### config.mk
export PLATFORM = sky130hd
export DESIGN_NAME = dot_term_ctrl
export DESIGN_NICKNAME = d
export VERILOG_FILES = /design/src/hdl/dot_pkg.sv /design/src/hdl/dot_dly_if.sv /design/src/hdl/dot_delay_line.sv /design/src/hdl/dot_term_ctrl.sv
export SDC_FILE = /design/constraint.sdc
export NUM_CORES = 1
export LEC_CHECK = 0
export ABC_AREA = 1
export BUFFER_PORTS_ARGS = -buffer_cell sky130_fd_sc_hd__buf_2
export CAP_MARGIN = 20
export CORE_ASPECT_RATIO = 1.75
export CORE_MARGIN = 1
export CORE_UTILIZATION = 50
export CTS_BUF_LIST = sky130_fd_sc_hd__clkbuf_2 sky130_fd_sc_hd__clkbuf_4 sky130_fd_sc_hd__clkbuf_8
export DETAILED_ROUTE_END_ITERATION = 8
export PLACE_DENSITY_LB_ADDON = 0.1
export SETUP_SLACK_MARGIN = 0.02
export SLEW_MARGIN = 25
export SYNTH_ARGS = -nofsm -noshare
export SYNTH_HDL_FRONTEND = slang
export SYNTH_SLANG_ARGS = --single-unit
### constraint.sdc
create_clock -name pclk -period 3.6 [get_ports pclk]
set_input_delay 0 -clock pclk [delete_from_list [all_inputs] [get_ports pclk]]
set_output_delay 0 -clock pclk [all_outputs]
set_load 0.01 [all_outputs]
### src/hdl/dot_pkg.sv
// shared constants for the on-die termination control block
package dot_pkg;
   // register byte offsets
   localparam logic [7:0] ADDR_MODE1 = 8'h00;
   localparam logic [7:0] ADDR_MODE2 = 8'h04;
   localparam logic [7:0] ADDR_LAT = 8'h08;
   localparam logic [7:0] ADDR_CTRL = 8'h0C;
   localparam logic [7:0] ADDR_STATUS = 8'h10;
   // mode1 field positions: nominal code bits and write leveling
   localparam int M1_NOM_B0 = 2;
   localparam int M1_NOM_B1 = 6;
   localparam int M1_NOM_B2 = 9;
   localparam int M1_WLEV = 7;
   // mode2 write termination field
   localparam int M2_WR_LO = 9;
   localparam int M2_WR_HI = 10;
   // latency register fields
   localparam int LAT_CWL_LSB = 0;
   localparam int LAT_AL_LSB = 8;
   localparam int LAT_FLD_W = 4;
   // control register
   localparam int CTRL_CAL = 0;
   // status register fields
   localparam int ST_TERM = 0;
   localparam int ST_WR = 1;
   localparam int ST_DIV_LSB = 4;
   localparam int ST_ASYNC = 8;
   localparam int ST_NOM_BAD = 9;
   localparam int ST_WR_BAD = 10;
   localparam int ST_SETTLE = 11;
   localparam int ST_IGNORE = 12;
   // reset values
   localparam logic [31:0] MODE1_RST = 32'h00000000;
   localparam logic [31:0] MODE2_RST = 32'h00000000;
   localparam logic [31:0] LAT_RST = 32'h00000005;
   localparam logic [31:0] CTRL_RST = 32'h00000000;
   // nominal code, order bit9,bit6,bit2
   localparam logic [2:0] NOM_OFF = 3'h0;
   localparam logic [2:0] NOM_DIV4 = 3'h1;
   localparam logic [2:0] NOM_DIV2 = 3'h2;
   localparam logic [2:0] NOM_DIV6 = 3'h3;
   localparam logic [2:0] NOM_DIV12 = 3'h4;
   localparam logic [2:0] NOM_DIV8 = 3'h5;
   // write termination code
   localparam logic [1:0] WR_OFF = 2'h0;
   localparam logic [1:0] WR_DIV4 = 2'h1;
   localparam logic [1:0] WR_DIV2 = 2'h2;
   // reference resistor and divider values
   localparam int REF_OHM = 240;
   localparam logic [3:0] DIV_NONE = 4'h0;
   localparam logic [3:0] DIV_2 = 4'h2;
   localparam logic [3:0] DIV_4 = 4'h4;
   localparam logic [3:0] DIV_6 = 4'h6;
   localparam logic [3:0] DIV_8 = 4'h8;
   localparam logic [3:0] DIV_12 = 4'hC;
   // latency figures in clocks
   localparam int LAT_OFFSET = 2;
   localparam int MIN_LAT = 2;
   localparam int RET_BL8 = 6;
   localparam int RET_BC4 = 4;
   localparam int TERM_SETTLE_CYC = 1;
   localparam int WL_EXTRA_CYC = 1;
   // asynchronous delay window, in ps, and its cycle count
   localparam int CLK_PERIOD_PS = 10000;
   localparam int ASYNC_MIN_PS = 2000;
   localparam int ASYNC_MAX_PS = 8500;
   localparam int ASYNC_CYC = (ASYNC_MAX_PS / CLK_PERIOD_PS < 1) ? 1 : ASYNC_MAX_PS / CLK_PERIOD_PS;
endpackage : dot_pkg

### src/hdl/dot_dly_if.sv
// carrier between the core and its latency delay line
`timescale 1ns/1ps
interface dot_dly_if #(parameter int TAP_W = 5);
   logic d;
   logic [TAP_W-1:0] tap;
   logic q;
   modport src (output d, output tap, input q);
   modport dly (input d, input tap, output q);
endinterface : dot_dly_if

### src/hdl/dot_delay_line.sv
// programmable delay line for the registered termination pin
`timescale 1ns/1ps
module dot_delay_line
   import dot_pkg::*;
#(
   parameter int DEPTH = 32
) (
   // clock and reset
   input wire logic pclk,
   input wire logic presetn,
   // delay request and result
   dot_dly_if.dly io
);
   logic [DEPTH-1:0] sr;
   logic [DEPTH+2:0] taps;

   // three entries before sr: q flop plus caller's output flop land exactly tap clocks late
   assign taps = {sr, io.d, io.d, io.d};

   // shift history; a new high simply enters, no counter to restart
   always_ff @(posedge pclk or negedge presetn) begin
      if (!presetn) begin
         sr <= '0;
         io.q <= 1'b0;
      end else begin
         sr <= {sr[DEPTH-2:0], io.d};
         io.q <= taps[io.tap];
      end
   end
endmodule : dot_delay_line

### src/hdl/dot_term_ctrl.sv
// on-die termination control core with apb register access
`timescale 1ns/1ps
// Behaviour
// pin ignored in self refresh or when both termination settings disable it
// controller drives pin low before self refresh entry
// asynchronous mode when dll off in power-down or syncing, else synchronous
// write termination only during write bursts, switched on the fly
// nominal code 000 off, up to 101 values, 110 and 111 illegal
// enabled nominal termination follows the registered pin level
// controller keeps pin low during reads; the model still raises it through its hold count when asked with the pin low
// nominal values are 240 ohm divided by 2, 4, 6, 8 or 12
// nominal only after calibration, never during read or self refresh
// without write termination controller uses only divide 2, 4 or 6; the core and bench also use divide 8 and 12 with write termination off
// synchronous turn-on is write plus additive latency minus 2 clocks
// synchronous turn-off uses the same latency after pin low
// asynchronous turn-on/off within 2 to 8.5 ns, no latency count
// controller holds pin high at least 4 clocks after assert or short write
// controller holds pin high at least 6 clocks after long write
// turn-off completes within half clock of latency completion
// write value at burst start, nominal at end, no mode write needed
// single rank may tie pin high with nominal off, write on
// leveling in tied case enables nominal in the same mode1 write
// after mode1 write state uncertain; then strobes nominal, data none
// dynamic on if either write field bit set; 01 div4, 10 div2, 11 reserved
// switch at latency minus 2, return after 6 or 4 plus off latency
// pin registered and latencies counted on rising clock edges
module dot_term_ctrl
   import dot_pkg::*;
#(
   parameter int ADDR_W = 8,
   parameter int MOD_DELAY_CYC = 12,
   parameter int LAT_DEPTH = 32
) (
   // clock and reset
   input wire logic pclk,
   input wire logic presetn,
   // apb slave
   input wire logic psel,
   input wire logic penable,
   input wire logic pwrite,
   input wire logic [ADDR_W-1:0] paddr,
   input wire logic [31:0] pwdata,
   output logic [31:0] prdata,
   output logic pready,
   output logic pslverr,
   // termination pin from the controller
   input wire logic odt_pin,
   // device state, same clock
   input wire logic wr_cmd,
   input wire logic wr_bc4,
   input wire logic read_active,
   input wire logic self_refresh,
   input wire logic pd_dll_off,
   input wire logic dll_syncing,
   // termination controls
   output logic term_on,
   output logic term_wr,
   output logic [3:0] term_div,
   output logic dq_term_on,
   output logic dqs_term_on
);
   localparam int LAT_W = $clog2(LAT_DEPTH);

   logic [31:0] mode1;
   logic [31:0] mode2;
   logic [31:0] lat_reg;
   logic [31:0] ctrl;
   logic pin_meta;
   logic odt_s;
   logic [ASYNC_CYC-1:0] async_sr;
   logic [5:0] wr_cnt;
   logic wr_short;
   logic [7:0] settle_cnt;
   logic async_q;

   // register decode
   wire setup_rd = psel & penable & ~pready;
   wire done = psel & penable & pready;
   wire [7:0] addr8 = paddr[7:0];
   wire hit_m1 = (addr8 == ADDR_MODE1);
   wire hit_m2 = (addr8 == ADDR_MODE2);
   wire hit_lat = (addr8 == ADDR_LAT);
   wire hit_ctrl = (addr8 == ADDR_CTRL);
   wire hit_st = (addr8 == ADDR_STATUS);
   wire hit_any = hit_m1 | hit_m2 | hit_lat | hit_ctrl | hit_st;
   wire wr_m1 = done & pwrite & hit_m1;

   // mode field decode
   wire [2:0] nom_code = {mode1[M1_NOM_B2], mode1[M1_NOM_B1], mode1[M1_NOM_B0]};
   wire [1:0] wr_code = mode2[M2_WR_HI:M2_WR_LO];
   wire nom_bad = (nom_code > NOM_DIV8);
   wire nom_en = (nom_code != NOM_OFF) & ~nom_bad;
   wire wr_bad = (wr_code == (WR_DIV4 | WR_DIV2));
   wire dyn_en = (mode2[M2_WR_LO] | mode2[M2_WR_HI]) & ~wr_bad;
   wire wlev = mode1[M1_WLEV];
   wire calibrated = ctrl[CTRL_CAL];

   // nominal divider of the reference resistor
   wire [3:0] nom_div = (nom_code == NOM_DIV2) ? DIV_2 :
      (nom_code == NOM_DIV4) ? DIV_4 :
      (nom_code == NOM_DIV6) ? DIV_6 :
      (nom_code == NOM_DIV8) ? DIV_8 :
      (nom_code == NOM_DIV12) ? DIV_12 : DIV_NONE;
   wire [3:0] wr_div = (wr_code == WR_DIV2) ? DIV_2 : (wr_code == WR_DIV4) ? DIV_4 : DIV_NONE;

   // latency = write latency + additive latency - 2, floored at the tap minimum
   wire [5:0] wl_sum = 6'(lat_reg[LAT_CWL_LSB +: LAT_FLD_W]) + 6'(lat_reg[LAT_AL_LSB +: LAT_FLD_W]);
   wire [5:0] lat6 = (wl_sum < 6'(MIN_LAT + LAT_OFFSET)) ? 6'(MIN_LAT) : wl_sum - 6'(LAT_OFFSET);
   wire [LAT_W-1:0] odt_lat = LAT_W'(lat6);
   wire [5:0] ret_lat = (wr_short ? 6'(RET_BC4) : 6'(RET_BL8)) + lat6;

   // mode and gating
   wire async_mode = pd_dll_off | dll_syncing;
   wire ignore_pin = self_refresh | (~nom_en & ~dyn_en);
   wire allowed = calibrated & ~read_active & ~self_refresh;
   wire [ASYNC_CYC:0] async_tap = {async_sr, odt_s};
   wire pin_async = async_tap[ASYNC_CYC-1];

   // delay line carries the registered pin through the on/off latency
   dot_dly_if #(.TAP_W(LAT_W)) dly ();
   assign dly.d = odt_s;
   assign dly.tap = odt_lat;
   dot_delay_line #(.DEPTH(LAT_DEPTH)) u_dly (
      .pclk(pclk),
      .presetn(presetn),
      .io(dly)
   );

   // write window from registration count; active between switch and return
   wire in_win = (wr_cnt != 6'h00) & (wr_cnt >= lat6) & (wr_cnt < ret_lat);
   wire pin_on = async_mode ? pin_async : dly.q;
   wire next_term_wr = in_win & dyn_en & pin_on & ~ignore_pin & allowed;
   wire next_term_on = pin_on & ~ignore_pin & allowed & (next_term_wr | nom_en);
   wire [3:0] next_term_div = ~next_term_on ? DIV_NONE : next_term_wr ? wr_div : nom_div;
   wire [5:0] next_wr_cnt = (wr_cmd & dyn_en) ? 6'h01 :
      (wr_cnt == 6'h00 || wr_cnt >= ret_lat) ? 6'h00 : wr_cnt + 6'h01;
   wire [7:0] settle_load = 8'(lat6) + 8'(TERM_SETTLE_CYC) + 8'(MOD_DELAY_CYC) + 8'(WL_EXTRA_CYC);

   // status word and read mux
   wire [31:0] status = {19'h0, ignore_pin, settle_cnt != 8'h00, wr_bad, nom_bad, async_q,
      term_div, 2'h0, term_wr, term_on};
   wire [31:0] rd_mux = hit_m1 ? mode1 : hit_m2 ? mode2 : hit_lat ? lat_reg :
      hit_ctrl ? ctrl : hit_st ? status : 32'h00000000;

   // pin synchroniser, two flops before any use
   always_ff @(posedge pclk or negedge presetn) begin
      if (!presetn) begin
         pin_meta <= 1'b0;
         odt_s <= 1'b0;
         async_sr <= '0;
      end else begin
         pin_meta <= odt_pin;
         odt_s <= pin_meta;
         async_sr <= async_tap[ASYNC_CYC-1:0];
      end
   end

   // apb handshake: one wait cycle, data loaded with the ready flop
   always_ff @(posedge pclk or negedge presetn) begin
      if (!presetn) begin
         pready <= 1'b0;
         pslverr <= 1'b0;
         prdata <= 32'h00000000;
      end else begin
         pready <= setup_rd;
         pslverr <= setup_rd & ~hit_any;
         prdata <= (setup_rd & ~pwrite) ? rd_mux : 32'h00000000;
      end
   end

   // software registers; status is read-only
   always_ff @(posedge pclk or negedge presetn) begin
      if (!presetn) begin
         mode1 <= MODE1_RST;
         mode2 <= MODE2_RST;
         lat_reg <= LAT_RST;
         ctrl <= CTRL_RST;
      end else if (done & pwrite) begin
         if (hit_m1) mode1 <= pwdata;
         if (hit_m2) mode2 <= pwdata;
         if (hit_lat) lat_reg <= pwdata;
         if (hit_ctrl) ctrl <= pwdata;
      end
   end

   // write burst counter and uncertainty counter after mode1 writes
   always_ff @(posedge pclk or negedge presetn) begin
      if (!presetn) begin
         wr_cnt <= 6'h00;
         wr_short <= 1'b0;
         settle_cnt <= 8'h00;
      end else begin
         wr_cnt <= next_wr_cnt;
         if (wr_cmd) wr_short <= wr_bc4;
         settle_cnt <= wr_m1 ? settle_load : (settle_cnt != 8'h00) ? settle_cnt - 8'h01 : 8'h00;
      end
   end

   // termination outputs, all registered
   always_ff @(posedge pclk or negedge presetn) begin
      if (!presetn) begin
         term_on <= 1'b0;
         term_wr <= 1'b0;
         term_div <= DIV_NONE;
         dq_term_on <= 1'b0;
         dqs_term_on <= 1'b0;
         async_q <= 1'b0;
      end else begin
         term_on <= next_term_on;
         term_wr <= next_term_wr;
         term_div <= next_term_div;
         dq_term_on <= next_term_on & ~wlev;
         dqs_term_on <= next_term_on;
         async_q <= async_mode;
      end
   end

   // helper ages of the registered pin level, saturating
   logic [5:0] hi_age;
   logic [5:0] lo_age;
   always_ff @(posedge pclk or negedge presetn) begin
      if (!presetn) begin
         hi_age <= 6'h00;
         lo_age <= 6'h00;
      end else begin
         hi_age <= ~odt_s ? 6'h00 : (hi_age == 6'h3F) ? hi_age : hi_age + 6'h01;
         lo_age <= odt_s ? 6'h00 : (lo_age == 6'h3F) ? lo_age : lo_age + 6'h01;
      end
   end
endmodule : dot_term_ctrl

==> flow_summary_export.csv <==
group,metric,value,unit
place,portBuffers,92,
sta,fin_ws,0.0285,ns
floorplanning,ios,94,
cells_and_area,final_nets,1279,
place,routabilityCongestion,0.934,
floorplanning,die_y,184,um
route,drc,0,
grt,grt_max_degree,103,
sta,slew_headroom,47.3,%
cells_and_area,layout-drive-gt1-share,19.9,%
yosys,ys_seq_area_share,57.3,%
place,post_dp_cell_area,10300,sq um
yosys,netlist_instances,1033,
setup_path,reg2reg_from,"lat_reg[0]",
clock_tree,path_clk_slew,0.07,ns
pwr,p_clk_share,41.9,%
sta,slew_violations,0,
min_path,hold_class,"in -> reg",
pwr,ir_worst_vdd,0.384,mV
sta,timing.fmax,280,MHz
yosys,synth.net_count,1112,
clock_tree,cts_tree,"built",
cells_and_area,final_util,62.9,%
sta,finalCritPeriodShare,99.2,%
sta,rsz0062_at_grt,"yes",
route,viasPerCell,5.33,
pwr,switching_share,24.0,%
yosys,yosys_warnings,0,
setup_path,startpoint_type,"register",
pwr,pwr-share-comb,7.1,%
yosys,avgSynthCellArea,9.14,sq um
cells_and_area,area_growth,23.2,%
clock_tree,clock-sinks,216,
clock_tree,cts-root-buf,"clkbuf_8",
sta,period_minus_slack,3.57,ns
outcome,status,"finished, final reports clean",
cells_and_area,final_common_cell,"nand2_1",
floorplanning,die_area,19500,sq um
flow_run,drv_cap,0,
cells_and_area,multi_input_area,3590,sq um
floorplanning,fp.coreArea,18500,sq um
clock_tree,cts.path.max_buffers,3,
place,dp_slack,-0.201,ns
min_path,holdPathEnd,"pslverr",
cells_and_area,final_area,11600,sq um
cells_and_area,layout_common_cells,"244 x nand2_1, 214 x dfrtp_1, 151 x o21ai_0, 95 x inv_1, 91 x buf_2",
yosys,synth_edf_count,0,
setup_path,cp_max_fo,5,
sta,timing.hold.ws,0.0320,ns
cells_and_area,antenna_cells,0,
setup_path,required,4.03,ns
cells_and_area,ff_latch_area,5410,sq um
yosys,synth_seq_cells,216,
sta,worst_pin_slew,0.791,ns
place,dp_hpwl,15.7,mm
route,dr_total_vias,7775,
min_path,hold_start,"paddr[5]",
pwr,finalPower,0.00501,W
sta,finalClockSkew,0.0304,ns
clock_tree,h-tree-depth,2,
yosys,yosysUniqueCellTypes,44,
clock_tree,insertion_delay,0.52,ns
clock_tree,cts_made_buffers,34,
floorplanning,dieWidth,106,um
grt,grt_pass1_vias,7930,
yosys,syn_area,9440,sq um
sta,finalHoldViolCount,0,
min_path,hold_depth,5,
setup_path,rr_endpoint,"term_div[1]",
route,routedWlPerCell,16.6,um
route,finalWirelength,24.2,mm
route,dr.pass1.iters,5,
setup_path,endpoint_kind,"register",
yosys,synth_async_sr_flop_share,100,%
grt,grt_pass1_wl,39.3,mm
setup_path,ff2ff_path_depth,22,
route,ant_nets,0,
pwr,p_seq_share,51.0,%
sta,finalSetupViolCount,0,
grt,overflow,0,
grt,antenna_found_initial,0,
pwr,internal-power,0.00381,W
floorplanning,initial_utilization,51.0,%
setup_path,crit_arrival,4.00,ns
cells_and_area,fillCellCount,1690,
route,drt_iter0_markers,383,
yosys,ys.flop_type,"dfrtp_1",
grt,track_usage,25.9,%
floorplanning,rows,66,
pwr,p_leak,5.64,nW
pwr,power_density,430,nW/um^2
pwr,switchingPower,0.00120,W
setup_path,rrSetupSlack,0.03,ns
setup_path,crit_type,"reg -> reg",
## cells in the mapped netlist, types with 4 or more instances
cell	n	area, sq um
nand2_1	249	935
dfrtp_1	214	5360
o21ai_0	155	776
inv_1	100	375
nand3_1	44	220
a21oi_1	43	215
nor2_1	42	158
clkbuf_1	31	116
ha_1	26	325
a311oi_1	12	105
buf_2	12	60.1
nor3_1	10	50.1
o21ai_1	10	50.1
a31oi_1	9	56.3
a41oi_1	9	78.8
nand2_2	6	37.5
o2111ai_1	6	52.6
or2_2	5	31.3
buf_4	4	30.0
nand4_1	4	25.0
xor2_1	4	35.0
## metal layers
| metal | GRT usage [%] | share of wire [%] |
|---|---|---|
| met5 | 0 | 0 |
| met4 | 12.6 | 4.3 |
| met3 | 3.33 | 3.8 |
| met2 | 46.8 | 52 |
| met1 | 30.1 | 40 |
## worst max-delay path: stages (launching register included)
cell and delay, ns:
dfstp_2 0.55, ha_4 0.13, inv_2 0.03, fa_2 0.39, xor2_4 0.26, nand4_4 0.15
buf_6 0.15, inv_2 0.07, buf_4 0.12, nor2_4 0.03, buf_4 0.15, o21ai_2 0.06
xor2_1 0.19, ha_1 0.29, nand2_4 0.09, nor2_2 0.04, nor3b_2 0.17, nand3_1 0.13
nor3_2 0.14, nand2_2 0.10, inv_2 0.12, nand2_1 0.06, o21ai_0 0.07
## area by class of cell
| type | count | area share (%) |
|---|---|---|
| Multi-Input combinational cell | 665 | 30.9 |
| Inverter | 104 | 3.38 |
| Timing Repair Buffer | 179 | 10.8 |
| Sequential cell | 216 | 46.5 |
| Tap cell | 238 | 2.56 |
| Clock inverter | 6 | 0.419 |
| Clock buffer | 52 | 5.51 |
## worst max-delay path by stage
stage / start / end / depth (start not counted)
CTS: lat_reg[0] / dq_term_on / 21
floorplan: lat_reg[0] / dq_term_on / 22
finish: lat_reg[0] / term_div[1] / 22
global route: lat_reg[0] / term_div[1] / 22
detailed placement: lat_reg[0] / dq_term_on / 20
global placement: lat_reg[0] / dq_term_on / 20
## repair_timing
item,CTS,global route
endpoints found under the setup margin,12,12
setup buffers,2,2
endpoints found under the hold margin,240,0
resized for setup,9,16
pin swaps,15,6
hold buffers,50,0
## per-stage QoR
stage	instances	TNS [ns]
floorplan	1033	-0.241
global placement	1348	-0.401
detailed placement	1348	-0.929
CTS	1458	-0.00236
global route	1460	-1.46
finish	1460	0
## logic make-up (layout without fill, tap and decap cells)
| group | after synthesis | in the layout | share of synthesized area, % |
|---|---|---|---|
| adder cells (fa/ha/maj) | 27 | 27 | 3.66 |
| AND/OR/NAND/NOR | 376 | 376 | 16.9 |
| other | 1 | 1 | 0.0397 |
| AO/OA/AOI/OAI | 253 | 253 | 14.8 |
| buffers and inverters | 152 | 341 | 6.36 |
| flip-flops | 216 | 216 | 57.3 |
| XOR/XNOR | 8 | 8 | 0.901 |
## power groups by stage
stage / Combinational (W) / Clock (W) / Sequential (W)
6_report: 0.000357 / 0.00210 / 0.00256
5_1_grt: 0.000410 / 0.00225 / 0.00256
4_1_cts: 0.000361 / 0.00215 / 0.00256
3_5_place_dp: 0.000318 / 0 / 0.00260
3_3_place_gp: 0.000309 / 0 / 0.00260
2_1_floorplan: 0.000181 / 0 / 0.00259
(Power assumes the default switching activity.)
